### src/rtl/param_timing_defines.vh
// Constants for the parameter-page timing-capability table and its bus slave
`ifndef PARAM_TIMING_DEFINES_VH
`define PARAM_TIMING_DEFINES_VH

// ----------------------------------------------------------------------------
// Byte positions in the parameter page (register index; byte address = 4 x index)
// ----------------------------------------------------------------------------
`define ASYNC_MODES_LO_IDX 10'h090
`define ASYNC_MODES_HI_IDX 10'h091
`define RSVD_A_LO_IDX 10'h092
`define RSVD_A_HI_IDX 10'h093
`define DDR_MODES_LO_IDX 10'h094
`define DDR_MODES_HI_IDX 10'h095
`define ASYNC_FEATURES_IDX 10'h096
`define RSVD_B_IDX 10'h097
`define DDR_FEATURES_IDX 10'h098
`define PROG_TIME_LO_IDX 10'h099
`define PROG_TIME_HI_IDX 10'h09A
`define ERASE_TIME_LO_IDX 10'h09B
`define ERASE_TIME_HI_IDX 10'h09C
`define READ_TIME_LO_IDX 10'h09D
`define READ_TIME_HI_IDX 10'h09E
`define MP_READ_TIME_LO_IDX 10'h09F
`define MP_READ_TIME_HI_IDX 10'h0A0
`define COL_SETUP_LO_IDX 10'h0A1
`define COL_SETUP_HI_IDX 10'h0A2
`define TABLE_FIRST_IDX 10'h090
`define TABLE_LAST_IDX 10'h0A2

// ----------------------------------------------------------------------------
// Table contents, low byte first
// ----------------------------------------------------------------------------
`define ASYNC_MODES_VAL 16'h003F
`define DDR_MODES_NONE 16'h0000
`define DDR_MODES_TO4 16'h001F
`define DDR_MODES_TO5 16'h003F
`define DDR_FEATURES_VAL 8'h00
`define MAX_PROGRAM_PAGE_TIME_US 16'h09C4
`define MAX_BLOCK_ERASE_TIME_US 16'h2EE0
`define MAX_PAGE_READ_TIME_US 16'h004B
`define MAX_MP_PAGE_READ_TIME_US 16'h004B
`define COLUMN_CHANGE_SETUP_TIME_NS 16'h00C8
`define RESERVED_BYTE 8'h00

// ----------------------------------------------------------------------------
// Variant select register
// ----------------------------------------------------------------------------
`define VARIANT_IDX 10'h0C0
`define VARIANT_NONE 2'h0
`define VARIANT_TO4 2'h1
`define VARIANT_TO5 2'h2
`define VARIANT_RESET 2'h2

// ----------------------------------------------------------------------------
// AXI response codes
// ----------------------------------------------------------------------------
`define RESP_OKAY 2'h0
`define RESP_SLVERR 2'h2
`define RESP_DECERR 2'h3

`endif

### src/rtl/param_timing_axil.v
// AXI4-Lite slave exposing the parameter-page timing-capability table
//
// Local design decisions: the register addresses and the AXI4-Lite register port.
`timescale 1ns/1ps
`include "param_timing_defines.vh"

// Function
// - Async mode mask 3Fh,00h at 144-145
// - DDR mask per variant at 148-149
// - Sync feature byte 152 reads 00h
// - Program time C4h,09h at 153-154
// - Erase time E0h,2Eh at 155-156
// - Page read time 4Bh,00h at 157-158
// - Multi-plane read time 4Bh,00h at 159-160
// - Column change setup C8h,00h at 161-162
module param_timing_axil #(
    parameter ADDR_W = 12 // Byte address width
) (
    input wire aclk, // Clock, 125 MHz
    input wire aresetn, // Synchronous reset, active low
    input wire [ADDR_W-1:0] s_axi_awaddr, // Write address
    input wire [2:0] s_axi_awprot, // Write protection, ignored
    input wire s_axi_awvalid, // Write address valid
    output reg s_axi_awready, // Write address ready
    input wire [31:0] s_axi_wdata, // Write data
    input wire [3:0] s_axi_wstrb, // Write byte strobes
    input wire s_axi_wvalid, // Write data valid
    output reg s_axi_wready, // Write data ready
    output reg [1:0] s_axi_bresp, // Write response
    output reg s_axi_bvalid, // Write response valid
    input wire s_axi_bready, // Write response ready
    input wire [ADDR_W-1:0] s_axi_araddr, // Read address
    input wire [2:0] s_axi_arprot, // Read protection, ignored
    input wire s_axi_arvalid, // Read address valid
    output reg s_axi_arready, // Read address ready
    output reg [31:0] s_axi_rdata, // Read data
    output reg [1:0] s_axi_rresp, // Read response
    output reg s_axi_rvalid, // Read data valid
    input wire s_axi_rready // Read data ready
);

    // ------------------------------------------------------------------------
    // Address decode helpers
    // ------------------------------------------------------------------------

    // Word index of a byte address
    function [9:0] word_index;
        input [ADDR_W-1:0] addr;
        begin
            word_index = addr[11:2];
        end
    endfunction

    // Only word-aligned accesses are honoured
    function aligned;
        input [ADDR_W-1:0] addr;
        begin
            aligned = (addr[1:0] == 2'h0);
        end
    endfunction

    // ------------------------------------------------------------------------
    // State
    // ------------------------------------------------------------------------
    reg [1:0] variant; // Selected synchronous speed-grade variant
    reg aw_held; // Write address taken, waiting for data
    reg w_held; // Write data taken, waiting for address
    reg [ADDR_W-1:0] aw_addr; // Captured write address
    reg [31:0] w_data; // Captured write data
    reg [3:0] w_strb; // Captured write strobes

    wire [7:0] table_byte;
    wire table_hit;
    wire aw_take;
    wire w_take;
    wire ar_take;
    wire wr_commit;
    wire [9:0] wr_index;
    wire [9:0] rd_index;
    wire rd_aligned;

    assign aw_take = s_axi_awvalid && s_axi_awready;
    assign w_take = s_axi_wvalid && s_axi_wready;
    assign ar_take = s_axi_arvalid && s_axi_arready;
    // Both halves present and no response pending
    assign wr_commit = aw_held && w_held && !s_axi_bvalid;
    assign wr_index = word_index(aw_addr);
    assign rd_index = word_index(s_axi_araddr);
    assign rd_aligned = aligned(s_axi_araddr);

    // ------------------------------------------------------------------------
    // Constant table
    // ------------------------------------------------------------------------
    // Lookup is combinational off the live read address so data lands
    // in the same edge that takes the address
    timing_table_rom u_table (
        .byte_index(rd_index),
        .variant(variant),
        .byte_data(table_byte),
        .hit(table_hit)
    );

    // ------------------------------------------------------------------------
    // Write address channel
    // ------------------------------------------------------------------------
    // Ready drops once an address is held and returns after the response
    always @(posedge aclk) begin
        if (!aresetn) begin
            s_axi_awready <= 1'b0;
            aw_held <= 1'b0;
            aw_addr <= {ADDR_W{1'b0}};
        end else if (aw_take) begin
            s_axi_awready <= 1'b0;
            aw_held <= 1'b1;
            aw_addr <= s_axi_awaddr;
        end else if (s_axi_bvalid && s_axi_bready) begin
            s_axi_awready <= 1'b1;
            aw_held <= 1'b0;
        end else if (!aw_held && !s_axi_bvalid) begin
            s_axi_awready <= 1'b1;
        end
    end

    // ------------------------------------------------------------------------
    // Write data channel
    // ------------------------------------------------------------------------
    // Independent of the address channel so either may arrive first
    always @(posedge aclk) begin
        if (!aresetn) begin
            s_axi_wready <= 1'b0;
            w_held <= 1'b0;
            w_data <= 32'h00000000;
            w_strb <= 4'h0;
        end else if (w_take) begin
            s_axi_wready <= 1'b0;
            w_held <= 1'b1;
            w_data <= s_axi_wdata;
            w_strb <= s_axi_wstrb;
        end else if (s_axi_bvalid && s_axi_bready) begin
            s_axi_wready <= 1'b1;
            w_held <= 1'b0;
        end else if (!w_held && !s_axi_bvalid) begin
            s_axi_wready <= 1'b1;
        end
    end

    // ------------------------------------------------------------------------
    // Write commit and response
    // ------------------------------------------------------------------------
    // The table is read-only: writes into it are refused, not silently dropped,
    // so software notices a stray store. Variant code 3 is refused as well.
    always @(posedge aclk) begin
        if (!aresetn) begin
            s_axi_bvalid <= 1'b0;
            s_axi_bresp <= `RESP_OKAY;
            variant <= `VARIANT_RESET;
        end else if (wr_commit) begin
            s_axi_bvalid <= 1'b1;
            if (!aligned(aw_addr)) begin
                s_axi_bresp <= `RESP_SLVERR;
            end else if (wr_index == `VARIANT_IDX) begin
                if (w_strb[0] && (w_data[1:0] == 2'h3)) begin
                    s_axi_bresp <= `RESP_SLVERR;
                end else begin
                    s_axi_bresp <= `RESP_OKAY;
                    if (w_strb[0]) begin
                        variant <= w_data[1:0];
                    end
                end
            end else if ((wr_index >= `TABLE_FIRST_IDX) && (wr_index <= `TABLE_LAST_IDX)) begin
                s_axi_bresp <= `RESP_SLVERR;
            end else begin
                s_axi_bresp <= `RESP_DECERR;
            end
        end else if (s_axi_bvalid && s_axi_bready) begin
            s_axi_bvalid <= 1'b0;
            s_axi_bresp <= `RESP_OKAY;
        end
    end

    // ------------------------------------------------------------------------
    // Read address channel
    // ------------------------------------------------------------------------
    // One read at a time: ready stays low while data waits to be taken
    always @(posedge aclk) begin
        if (!aresetn) begin
            s_axi_arready <= 1'b0;
        end else if (ar_take) begin
            s_axi_arready <= 1'b0;
        end else if (!s_axi_rvalid || s_axi_rready) begin
            s_axi_arready <= 1'b1;
        end
    end

    // ------------------------------------------------------------------------
    // Read data channel
    // ------------------------------------------------------------------------
    // Each table byte sits in bits 7:0 of its own word; upper bits read zero
    always @(posedge aclk) begin
        if (!aresetn) begin
            s_axi_rvalid <= 1'b0;
            s_axi_rdata <= 32'h00000000;
            s_axi_rresp <= `RESP_OKAY;
        end else if (ar_take) begin
            s_axi_rvalid <= 1'b1;
            if (!rd_aligned) begin
                s_axi_rdata <= 32'h00000000;
                s_axi_rresp <= `RESP_SLVERR;
            end else if (table_hit) begin
                s_axi_rdata <= {24'h000000, table_byte};
                s_axi_rresp <= `RESP_OKAY;
            end else if (rd_index == `VARIANT_IDX) begin
                s_axi_rdata <= {30'h0, variant};
                s_axi_rresp <= `RESP_OKAY;
            end else begin
                s_axi_rdata <= 32'h00000000;
                s_axi_rresp <= `RESP_DECERR;
            end
        end else if (s_axi_rvalid && s_axi_rready) begin
            s_axi_rvalid <= 1'b0;
            s_axi_rdata <= 32'h00000000;
            s_axi_rresp <= `RESP_OKAY;
        end
    end

endmodule // param_timing_axil

### src/rtl/timing_table_rom.v
// Constant lookup of the timing-capability bytes of the parameter page
`timescale 1ns/1ps
`include "param_timing_defines.vh"

module timing_table_rom (
    input wire [9:0] byte_index, // Parameter-page byte position
    input wire [1:0] variant, // Synchronous speed-grade variant
    output reg [7:0] byte_data, // Byte value, zero outside the table
    output reg hit // Index lies inside the table
);

    // ------------------------------------------------------------------------
    // Variant-dependent synchronous mode mask
    // ------------------------------------------------------------------------
    reg [15:0] ddr_mask;

    // Two-byte values held as parameters so each byte can be part-selected
    localparam [15:0] ASYNC_MODES = `ASYNC_MODES_VAL;
    localparam [15:0] PROG_TIME = `MAX_PROGRAM_PAGE_TIME_US;
    localparam [15:0] ERASE_TIME = `MAX_BLOCK_ERASE_TIME_US;
    localparam [15:0] READ_TIME = `MAX_PAGE_READ_TIME_US;
    localparam [15:0] MP_READ_TIME = `MAX_MP_PAGE_READ_TIME_US;
    localparam [15:0] COL_SETUP = `COLUMN_CHANGE_SETUP_TIME_NS;

    // Unknown variant codes report no synchronous support
    always @* begin
        case (variant)
            `VARIANT_NONE: ddr_mask = `DDR_MODES_NONE;
            `VARIANT_TO4: ddr_mask = `DDR_MODES_TO4;
            `VARIANT_TO5: ddr_mask = `DDR_MODES_TO5;
            default: ddr_mask = `DDR_MODES_NONE;
        endcase
    end

    // ------------------------------------------------------------------------
    // Byte selection; lower address always carries the low-order byte
    // ------------------------------------------------------------------------
    always @* begin
        hit = (byte_index >= `TABLE_FIRST_IDX) && (byte_index <= `TABLE_LAST_IDX);
        case (byte_index)
            `ASYNC_MODES_LO_IDX: byte_data = ASYNC_MODES[7:0];
            `ASYNC_MODES_HI_IDX: byte_data = ASYNC_MODES[15:8];
            `RSVD_A_LO_IDX: byte_data = `RESERVED_BYTE;
            `RSVD_A_HI_IDX: byte_data = `RESERVED_BYTE;
            `DDR_MODES_LO_IDX: byte_data = ddr_mask[7:0];
            `DDR_MODES_HI_IDX: byte_data = ddr_mask[15:8];
            `ASYNC_FEATURES_IDX: byte_data = `RESERVED_BYTE;
            `RSVD_B_IDX: byte_data = `RESERVED_BYTE;
            `DDR_FEATURES_IDX: byte_data = `DDR_FEATURES_VAL;
            `PROG_TIME_LO_IDX: byte_data = PROG_TIME[7:0];
            `PROG_TIME_HI_IDX: byte_data = PROG_TIME[15:8];
            `ERASE_TIME_LO_IDX: byte_data = ERASE_TIME[7:0];
            `ERASE_TIME_HI_IDX: byte_data = ERASE_TIME[15:8];
            `READ_TIME_LO_IDX: byte_data = READ_TIME[7:0];
            `READ_TIME_HI_IDX: byte_data = READ_TIME[15:8];
            `MP_READ_TIME_LO_IDX: byte_data = MP_READ_TIME[7:0];
            `MP_READ_TIME_HI_IDX: byte_data = MP_READ_TIME[15:8];
            `COL_SETUP_LO_IDX: byte_data = COL_SETUP[7:0];
            `COL_SETUP_HI_IDX: byte_data = COL_SETUP[15:8];
            default: byte_data = 8'h00;
        endcase
    end

endmodule // timing_table_rom

### config.mk
export PLATFORM = sky130hd
export DESIGN_NAME = param_timing_axil
export DESIGN_NICKNAME = d
export VERILOG_FILES = /design/src/rtl/param_timing_axil.v /design/src/rtl/timing_table_rom.v
export VERILOG_INCLUDE_DIRS = /design/src /design/src/rtl
export SDC_FILE = /design/constraint.sdc
export NUM_CORES = 1
export LEC_CHECK = 0
export ABC_AREA = 1
export BUFFER_PORTS_ARGS = -buffer_cell sky130_fd_sc_hd__clkbuf_2
export CAP_MARGIN = 5
export CORE_ASPECT_RATIO = 0.8
export CORE_MARGIN = 3
export CORE_UTILIZATION = 30
export CTS_BUF_LIST = sky130_fd_sc_hd__clkbuf_8
export DETAILED_ROUTE_END_ITERATION = 10
export PLACE_DENSITY = 0.69
export SLEW_MARGIN = 40
export SYNTH_ARGS = -nofsm -noshare
export SYNTH_HDL_FRONTEND = slang
export SYNTH_SLANG_ARGS = --single-unit
### constraint.sdc
create_clock -name aclk -period 2.1 [get_ports aclk]
set_input_delay 0.315 -clock aclk [delete_from_list [all_inputs] [get_ports aclk]]
set_output_delay 0.315 -clock aclk [all_outputs]
set_load 0.005 [all_outputs]
== Word-level counts from Yosys, hierarchy flattened ==
Index checks and enable logic that the tools add are counted.
Cells by class
  magnitude comparators: 4
  eq/ne operators: 15
  multiplexer cells: 28
  bitwise gates (word level): 2
  reduce and logical (&&, ||, !) cells: 30
Operators by type and width (count)
  $eq 10x8->1 const B: 12
  $pmux 8 s9: 1
  $mux 32: 2
  $mux 2: 11
  $ge 10x8->1 const B: 2
  $le 10x8->1 const B: 2
  $mux 8: 2
  $logic_and 1x1->1: 12
  $pmux 6 s2: 1
  $reduce_bool 2->1: 6
  $mux 1: 11
  $reduce_or 2->1: 4
  $reduce_and 5->1: 1
  $eq 2x2->1 const B: 2
  $logic_not 1->1: 4
  $logic_not 2->1: 2
  $eq 2x1->1 const B: 1
  $not 1->1: 2
  $logic_or 1x1->1: 1
Word-level totals
  register bits after elaboration: 60
  output and inout bits: 41

== Logic depth before layout (Yosys ltp) ==
Gate-level depths: netlist of run 1.
  depth after elaboration: 6
  depth in mapped cells: 12
  mapped depth without buffers: 12

== Hierarchy ==
From an unflattened synthesis of run 1, not the netlist that was laid out.
Unflattened totals
  cells, all modules: 296
  area, all modules: 2042.0 um^2
Modules (own cells, without submodules)
  param_timing_axil: instances 1, cells each 226, area an instance 1687.9 um^2, seq. area each 720.7 um^2
  timing_table_rom: instances 1, cells each 70, area an instance 354.1 um^2, seq. area each 0.0 um^2

== Worst setup path after synthesis of run 1 ==
OpenSTA, ideal clock, no wires.
  path type: input -> register
  start point: input port s_axi_araddr[3]
  end point: register s_axi_rdata[3]
  setup time: 0.069 ns
  arrival time: 1.192 ns
  required time: 2.031 ns
  path slack: 0.839 ns
  stages on the path: 9
  buffers on the path: 1
  cell sequence: buf_6 > nor2_4 > inv_2 > nor2_1 > nand3_4 > nand3_1 > or2_1 > nand3_2 > a21oi_2
Between the ends
  cells in the longest elaborated chain, start to end: 6
  elaborated cells on any way between the ends: 18
  those cells by class: 2 x order compare; 10 x eq/ne; 4 x mux; 2 x reduce/logical
RTL lines
  from (decl): RTL line param_timing_axil.v:32  | input wire [ADDR_W-1:0] s_axi_araddr,
  $eq 10x8->1: RTL line timing_table_rom.v:40  | case (byte_index)
  $reduce_or 2->1 (no line)
  $pmux 8 s9: RTL line timing_table_rom.v:40
  $mux 8 *: RTL line param_timing_axil.v:209  | end else if (table_hit) begin
  $mux 8 *: RTL line param_timing_axil.v:206  | if (!rd_aligned) begin
  $mux 32 *: RTL line param_timing_axil.v:204  | end else if (ar_take) begin
  to (signal assigned): RTL line param_timing_axil.v:210  | s_axi_rdata <= {24'h000000, table_byte};
  to (signal assigned): RTL line param_timing_axil.v:213  | s_axi_rdata <= {30'h0, variant};
  to (decl): RTL line param_timing_axil.v:36  | output reg [31:0] s_axi_rdata,
Every way passes the cells marked *; elsewhere a longest branch is shown, timed or not.
A chain may end at the register's enable or synchronous reset.

== Worst setup path after layout of run 1 ==
  start point: register variant[0]
  end point: register s_axi_rdata[3]
Between the ends
  cells in the longest elaborated chain, start to end: 6
  elaborated cells on any way between the ends: 7
  those cells by class: 2 x eq/ne; 5 x mux
RTL lines
  from (decl): RTL line param_timing_axil.v:65  | reg [1:0] variant;
  from (signal assigned): RTL line param_timing_axil.v:156  | variant <= `VARIANT_RESET;
  from (signal assigned): RTL line param_timing_axil.v:167  | variant <= w_data[1:0];
  $eq 2x2->1 or $eq 2x1->1 (tied branches): RTL line timing_table_rom.v:27  | case (variant)
  $pmux 6 s2 *: RTL line timing_table_rom.v:27
  $pmux 8 s9 *: RTL line timing_table_rom.v:40
  $mux 8 *: RTL line param_timing_axil.v:209
  $mux 8 *: RTL line param_timing_axil.v:206
  $mux 32 *: RTL line param_timing_axil.v:204
Marks and branches as above.

==> results of run 1 <==
[registers in the layout, summed over array words and instances, names as in the netlist]
signal	count
s_axi_rvalid	1
aw_held	1
s_axi_arready	1
w_strb	1
s_axi_wready	1
s_axi_rresp	2
s_axi_bvalid	1
w_data	2
s_axi_rdata	8
aw_addr	12
s_axi_awready	1
s_axi_bresp	2
w_held	1
variant	2
[per-stage QoR]
step	cells	power, uW	area (um2)	util (%)	worst slack [ns]
final	433	1550	2390	36.9	0.793
after global placement	425	950	2280	35.2	0.636
after floorplan	319	913	2120	-	0.839
after global routing	433	1630	2390	36.9	0.607
after CTS	433	1570	2390	36.9	0.783
after detailed placement	425	954	2280	35.2	0.624
[cell families (layout without fill, tap and decap cells)]
family | count (synthesis) | in the layout
adders and majority gates | 1 | 1
and+or+nand+nor | 150 | 150
buffers and inverters | 59 | 89
AOI/OAI and AO/OA | 49 | 49
other | 1 | 24
DFF | 36 | 36
[report_power, final]
group / total (uW) / switching, uW / internal (uW)
sequential: 737 / 20.4 / 717
combinational: 202 / 130 / 71.6
clock: 610 / 259 / 351
[placed cells by master (no fill, tap or decap), drive strengths merged]
master and count:
clkinv 3, buf 1, clkinvlp 1, a211oi 1, nand2 60, nand4 11
o211ai 3, nand3 24, a21oi 24, nor3 3, o21ai 21, clkbuf 55
dfxtp 36, inv 28, or2 1, conb 24, bufinv 1, ha 1
nor2 51
[critical path, stage by stage, from the launching register on]
cell and delay, ns:
dfxtp_1 0.33, inv_1 0.06, ha_1 0.27, inv_1 0.06, nand3_4 0.09, nand3_1 0.07
or2_1 0.22, nand3_2 0.06, a21oi_2 0.05
[routing by layer]
metal	vias up	share of wire (%)	GRT usage, %
met3	6	5.3	2.88
met1	809	48	14.7
met4	0	1.5	4.91
li1	1018	-	-
met5	-	0	0
met2	47	46	19.1
[layout make-up]
type,count,area (um2)
clock buffer,5,68.8
clock inverter,3,42.5
fill,718,4080
inverter,30,113
multi-input combinational,224,1080
sequential,36,721
tap,84,105
timing repair buffer,51,258
[path summary, 6_finish.rpt]
path | end | startpoint | slack, ns
max reg2reg | s_axi_rdata[3] | variant[0] | 0.79
min | w_data[0] | s_axi_wdata[0] | 0.27
min reg2reg | s_axi_rresp[1] | s_axi_rresp[1] | 0.47
max | s_axi_rdata[3] | variant[0] | 0.79
==> flow_summary.ini, run 1 <==
[sta]
slew_headroom_pct = 65.0
fin_hold_ws_ns = 0.265
post-route-period-util_pct = 62.2
fmax_mhz = 765
clock_skew_ns = 0.00468
final.setup.tns_ns = 0
layout_min_cycle_time_ns = 1.31
rsz0062_at_grt = false
setup_viol = 0
finalMaxSlewViolations = 0
max_slew.worst_pin.slew_ns = 0.523
hold_viol_final = 0

[finish]
drive_above_1_share_pct = 22.3
fin_nets = 422
area_delta_synth_final_pct = 17.3
diodes = 0

[cts]
postCtsHoldBufs = 0
clock_path_buffers = 2
cts_num_sinks = 36
post_cts_buffers = 0
numCtsBuffers = 5
clk_pin_slew_ns = 0.08
clk_latency_ns = 0.29
cts_tree = done
post_cts_resized = 0
cts_root_buf = clkbuf_8
htree_levels = 2

[die]
core-area_mm2 = 0.00647
initial_utilization_pct = 31.5
die-area_mm2 = 0.00783
rows = 26
die_h_um = 79.7
io_pins = 114
die_w_um = 98.2

[detailed_routing]
drtIter0Drc = 86
wl_per_cell_um = 10.3
antenna_left = 0
firstDrtPassIters = 4
vias = 1880
drc_errors = 0
wirelength_um = 4460
routed_via_density = 4.34

[synth]
synth-xor-area-share_pct = 0
synth_top_area_share_pct = 35.4
synth-async-reset-ratio_pct = 0
synth_edf_count = 0
synthMuxAreaShare_pct = 0
ys_seq_elements = 36
syn_avg_cell_area_um2 = 6.89
synthTopCellsByCount = nand2_1, nor2_1, dfxtp_1, inv_1, buf_4
yosysMostFrequentCell = nand2_1
synth_compound_area_share_pct = 12.9
synth-adder-area-share_pct = 0.614
synth_top_cells_by_area = dfxtp_1, nand2_1, buf_4
synth_simple_gate_area_share_pct = 35.2
ys_seq_area_share_pct = 35.4
ys_types = 28
yosysWarnings = 0
syn_area_mm2 = 0.00204
synth_top_area_cell = dfxtp_1
synth_top_family_by_area = simple AND/OR/NAND/NOR gates
synthCells = 296
synth_flop_cell = dfxtp_1

[setup_path]
required_ns = 2.28
crit_arrival_ns = 1.49
setup.worst_path.end_class = flop
worstSetupPathType = reg2reg
r2r_cells = 8
crit_path_max_fanout = 4
worst_setup_path_start_kind = flop

[power]
leakage_uw = 0.00115
peakVddDrop_v = 0.000371
p_per_area_mw_per_mm2 = 648

[min_path]
min_path_type = in2reg
hold_depth = 3

[placement]
place.gp.congestion = 0.835
portBuffers = 50
hpwl_um = 3490

[global_routing]
antenna_found_initial = 0
first_global_vias = 1776
grt_max_degree = 20
grt_overflow = 0
grt_first_pass_wirelength_um = 7540
grt_usage_pct = 11.7

[run_status]
status = finished clean

[job]
maxCapViolCount = 0
No activity file was read; power rests on OpenSTA's default activity.
==> run 2, diff against run 1 <==
- ABC_AREA: 1 -> 0
- PLACE_DENSITY: 0.69 -> 0.73
- clock period: 2.1 -> 1.2 ns (I/O delays scaled with it)
==> run 2 against run 1 <==
The flow now finishes with violations (setup timing); first-iteration DRC count unchanged; clock power up 72%; setup slack worse by 1.1 ns; non-clock buffer count up 39; via count down 2.6%; combinational power up 100%; utilization up 8.3 points; critical path type unchanged; hold slack worse by 0.15 ns; synthesized area down 9.1%; critical path depth down 4.
==> flow_summary.ini, run 2 <==
[cts]
cts_root_buf = clkbuf_8
clock_path_buffers = 2
cts_num_sinks = 36
htree_levels = 2
cts_tree = done
clk_latency_ns = 0.28
clk_pin_slew_ns = 0.08
numCtsBuffers = 5

[sta]
layout_min_cycle_time_ns = 1.52
clock_skew_ns = 0.00757
fmax_mhz = 658
setup_viol = 12
fin_ws_ns = -0.319
rsz0062_at_grt = true
finalMaxSlewViolations = 0
post-route-period-util_pct = 127
final.setup.tns_ns = -1.88
hold_viol_final = 0

[finish]
final_common_cell = nand2_1
fillers = 596
final_cell_mix = nand2_1, clkbuf_2, buf_4, dfxtp_1
top_regs = aw_addr x12, s_axi_rdata x8
post-route-util_pct = 45.2
fin_nets = 397
drive_above_1_share_pct = 38.3
largest_reg_flops = 12
diodes = 0
regMostFlops = aw_addr
area_delta_synth_final_pct = 39.3

[die]
die-area_mm2 = 0.00716
die_w_um = 93.9
rows = 24
die_h_um = 76.3
initial_utilization_pct = 32.5
io_pins = 114
core-area_mm2 = 0.00571

[synth]
synth_edf_count = 0
ys_seq_elements = 36
ys_seq_area_share_pct = 38.9
synth_top_cells_by_area = dfxtp_1, nand2_1, buf_4
synthTopCellsByCount = nand2_1, dfxtp_1, a21oi_1, buf_4
synth_top_area_cell = dfxtp_1
yosysWarnings = 0
synth-async-reset-ratio_pct = 0
synthCells = 237
synth_flop_cell = dfxtp_1
ys_types = 42
synth_top_area_share_pct = 38.9
syn_area_mm2 = 0.00185
yosysMostFrequentCell = nand2_1
syn_avg_cell_area_um2 = 7.82

[global_routing]
grt_max_degree = 15
grt_first_pass_wirelength_um = 7610
grt_usage_pct = 13.0
antenna_found_initial = 0
grt_overflow = 0
first_global_vias = 1686

[detailed_routing]
wirelength_um = 4710
vias = 1832
drc_errors = 0
antenna_left = 0
routed_via_density = 4.56
wl_per_cell_um = 11.7
firstDrtPassIters = 4
drtIter0Drc = 86

[setup_path]
setup.worst_path.end_class = flop
r2r_cells = 4
crit_path_max_fanout = 4
reg2reg_to = variant[0]
worstSetupPathType = reg2reg
reg2reg_slack_ns = -0.32
rr_startpoint = s_axi_bvalid
crit_arrival_ns = 1.69
worst_setup_path_start_kind = flop
required_ns = 1.37
timing.critical_path.from = s_axi_bvalid

[placement]
portBuffers = 50
hpwl_um = 3750
place.gp.congestion = 0.766

[min_path]
worstHoldStart = s_axi_awaddr[5]
min_path_type = in2reg
hold_depth = 3
hold-path-endpoint = aw_addr[5]

[run_status]
status = complete, but fails checks
violations = setup timing

[power]
leakage_uw = 0.00121
peakVddDrop_v = 0.000740
p_per_area_mw_per_mm2 = 1060

[job]
maxCapViolCount = 0
## run 2: changes by cell type in the layout (fill, tap and decap cells not counted), sizes merged, moves of 9 or more
cell	previous run	this run
buf	1	40
nand3	24	6
inv	28	6
o21ai	21	9
nor2	51	8
nand4	11	2
## run 2: cells by family (layout without fill, tap and decap cells)
kind of cell	Yosys count	after routing	share of synthesized area [%]
other cells	1	24	0.202
flops	36	36	38.9
buf+inv	40	104	13.0
simple gates	100	100	27.0
fa+ha+maj	1	1	0.675
xor+xnor	1	1	0.473
compound gates	58	58	19.8
## run 2: how the worst max path moves through the flow
| stage | slack, ns | endpoint | cells past startpoint |
|---|---|---|---|
| finish | -0.32 | variant[0] | 4 |
| global placement | -0.26 | variant[0] | 4 |
| detailed placement | -0.32 | s_axi_rdata[4] | 7 |
| CTS | -0.31 | variant[0] | 4 |
| floorplan | -0.29 | variant[0] | 4 |
| global route | -0.37 | variant[0] | 4 |
## run 2: worst max-delay path, cell delays in order (launching register included)
cell      delay [ns]
dfxtp_2         0.32
nand3b_4        0.15
or3_4           0.36
or4_4           0.44
o211a_1         0.14
## run 2: layer usage
metal	track usage (%)	wire, um
met1	17.8	2260
met2	20.1	2180
met3	2.86	258
met4	4.62	14
met5	0	0
## run 2: through the flow
step                      power (uW)  worst slack, ns  area [um2]  cells  hold slack (ns)
after floorplan                 1550           -0.290        1970    260            0.316
after global placement          1680           -0.263        2370    391            0.414
after detailed placement        1690           -0.325        2370    391            0.415
after CTS                       2760           -0.315        2560    402            0.107
after global routing            2890           -0.370        2580    402            0.113
final                           2740           -0.319        2580    402            0.112
## run 2: layout make-up
cell class / instances / area [um2] / share of cell area, %
multi-input combinational: 184 / 1060 / 41.2
sequential: 36 / 726 / 28.1
timing repair buffer: 90 / 562 / 21.8
tap: 78 / 97.6 / 3.78
clock buffer: 5 / 68.8 / 2.67
clock inverter: 3 / 42.5 / 1.65
inverter: 6 / 22.5 / 0.873
## run 2: power breakdown
group | switching, uW | total, uW | internal, uW
combinational | 218 | 412 | 194
sequential | 37.2 | 1280 | 1240
clock | 433 | 1050 | 615
total | 688 | 2740 | 2050
## run 2: timing repair
action | 4_1_cts | 5_1_grt
pin swaps | 9 | 4
endpoints found under the setup margin | 12 | 13
gates resized for setup | 15 | 9
buffers inserted | 3 | 2
hold buffers | 0 | 0
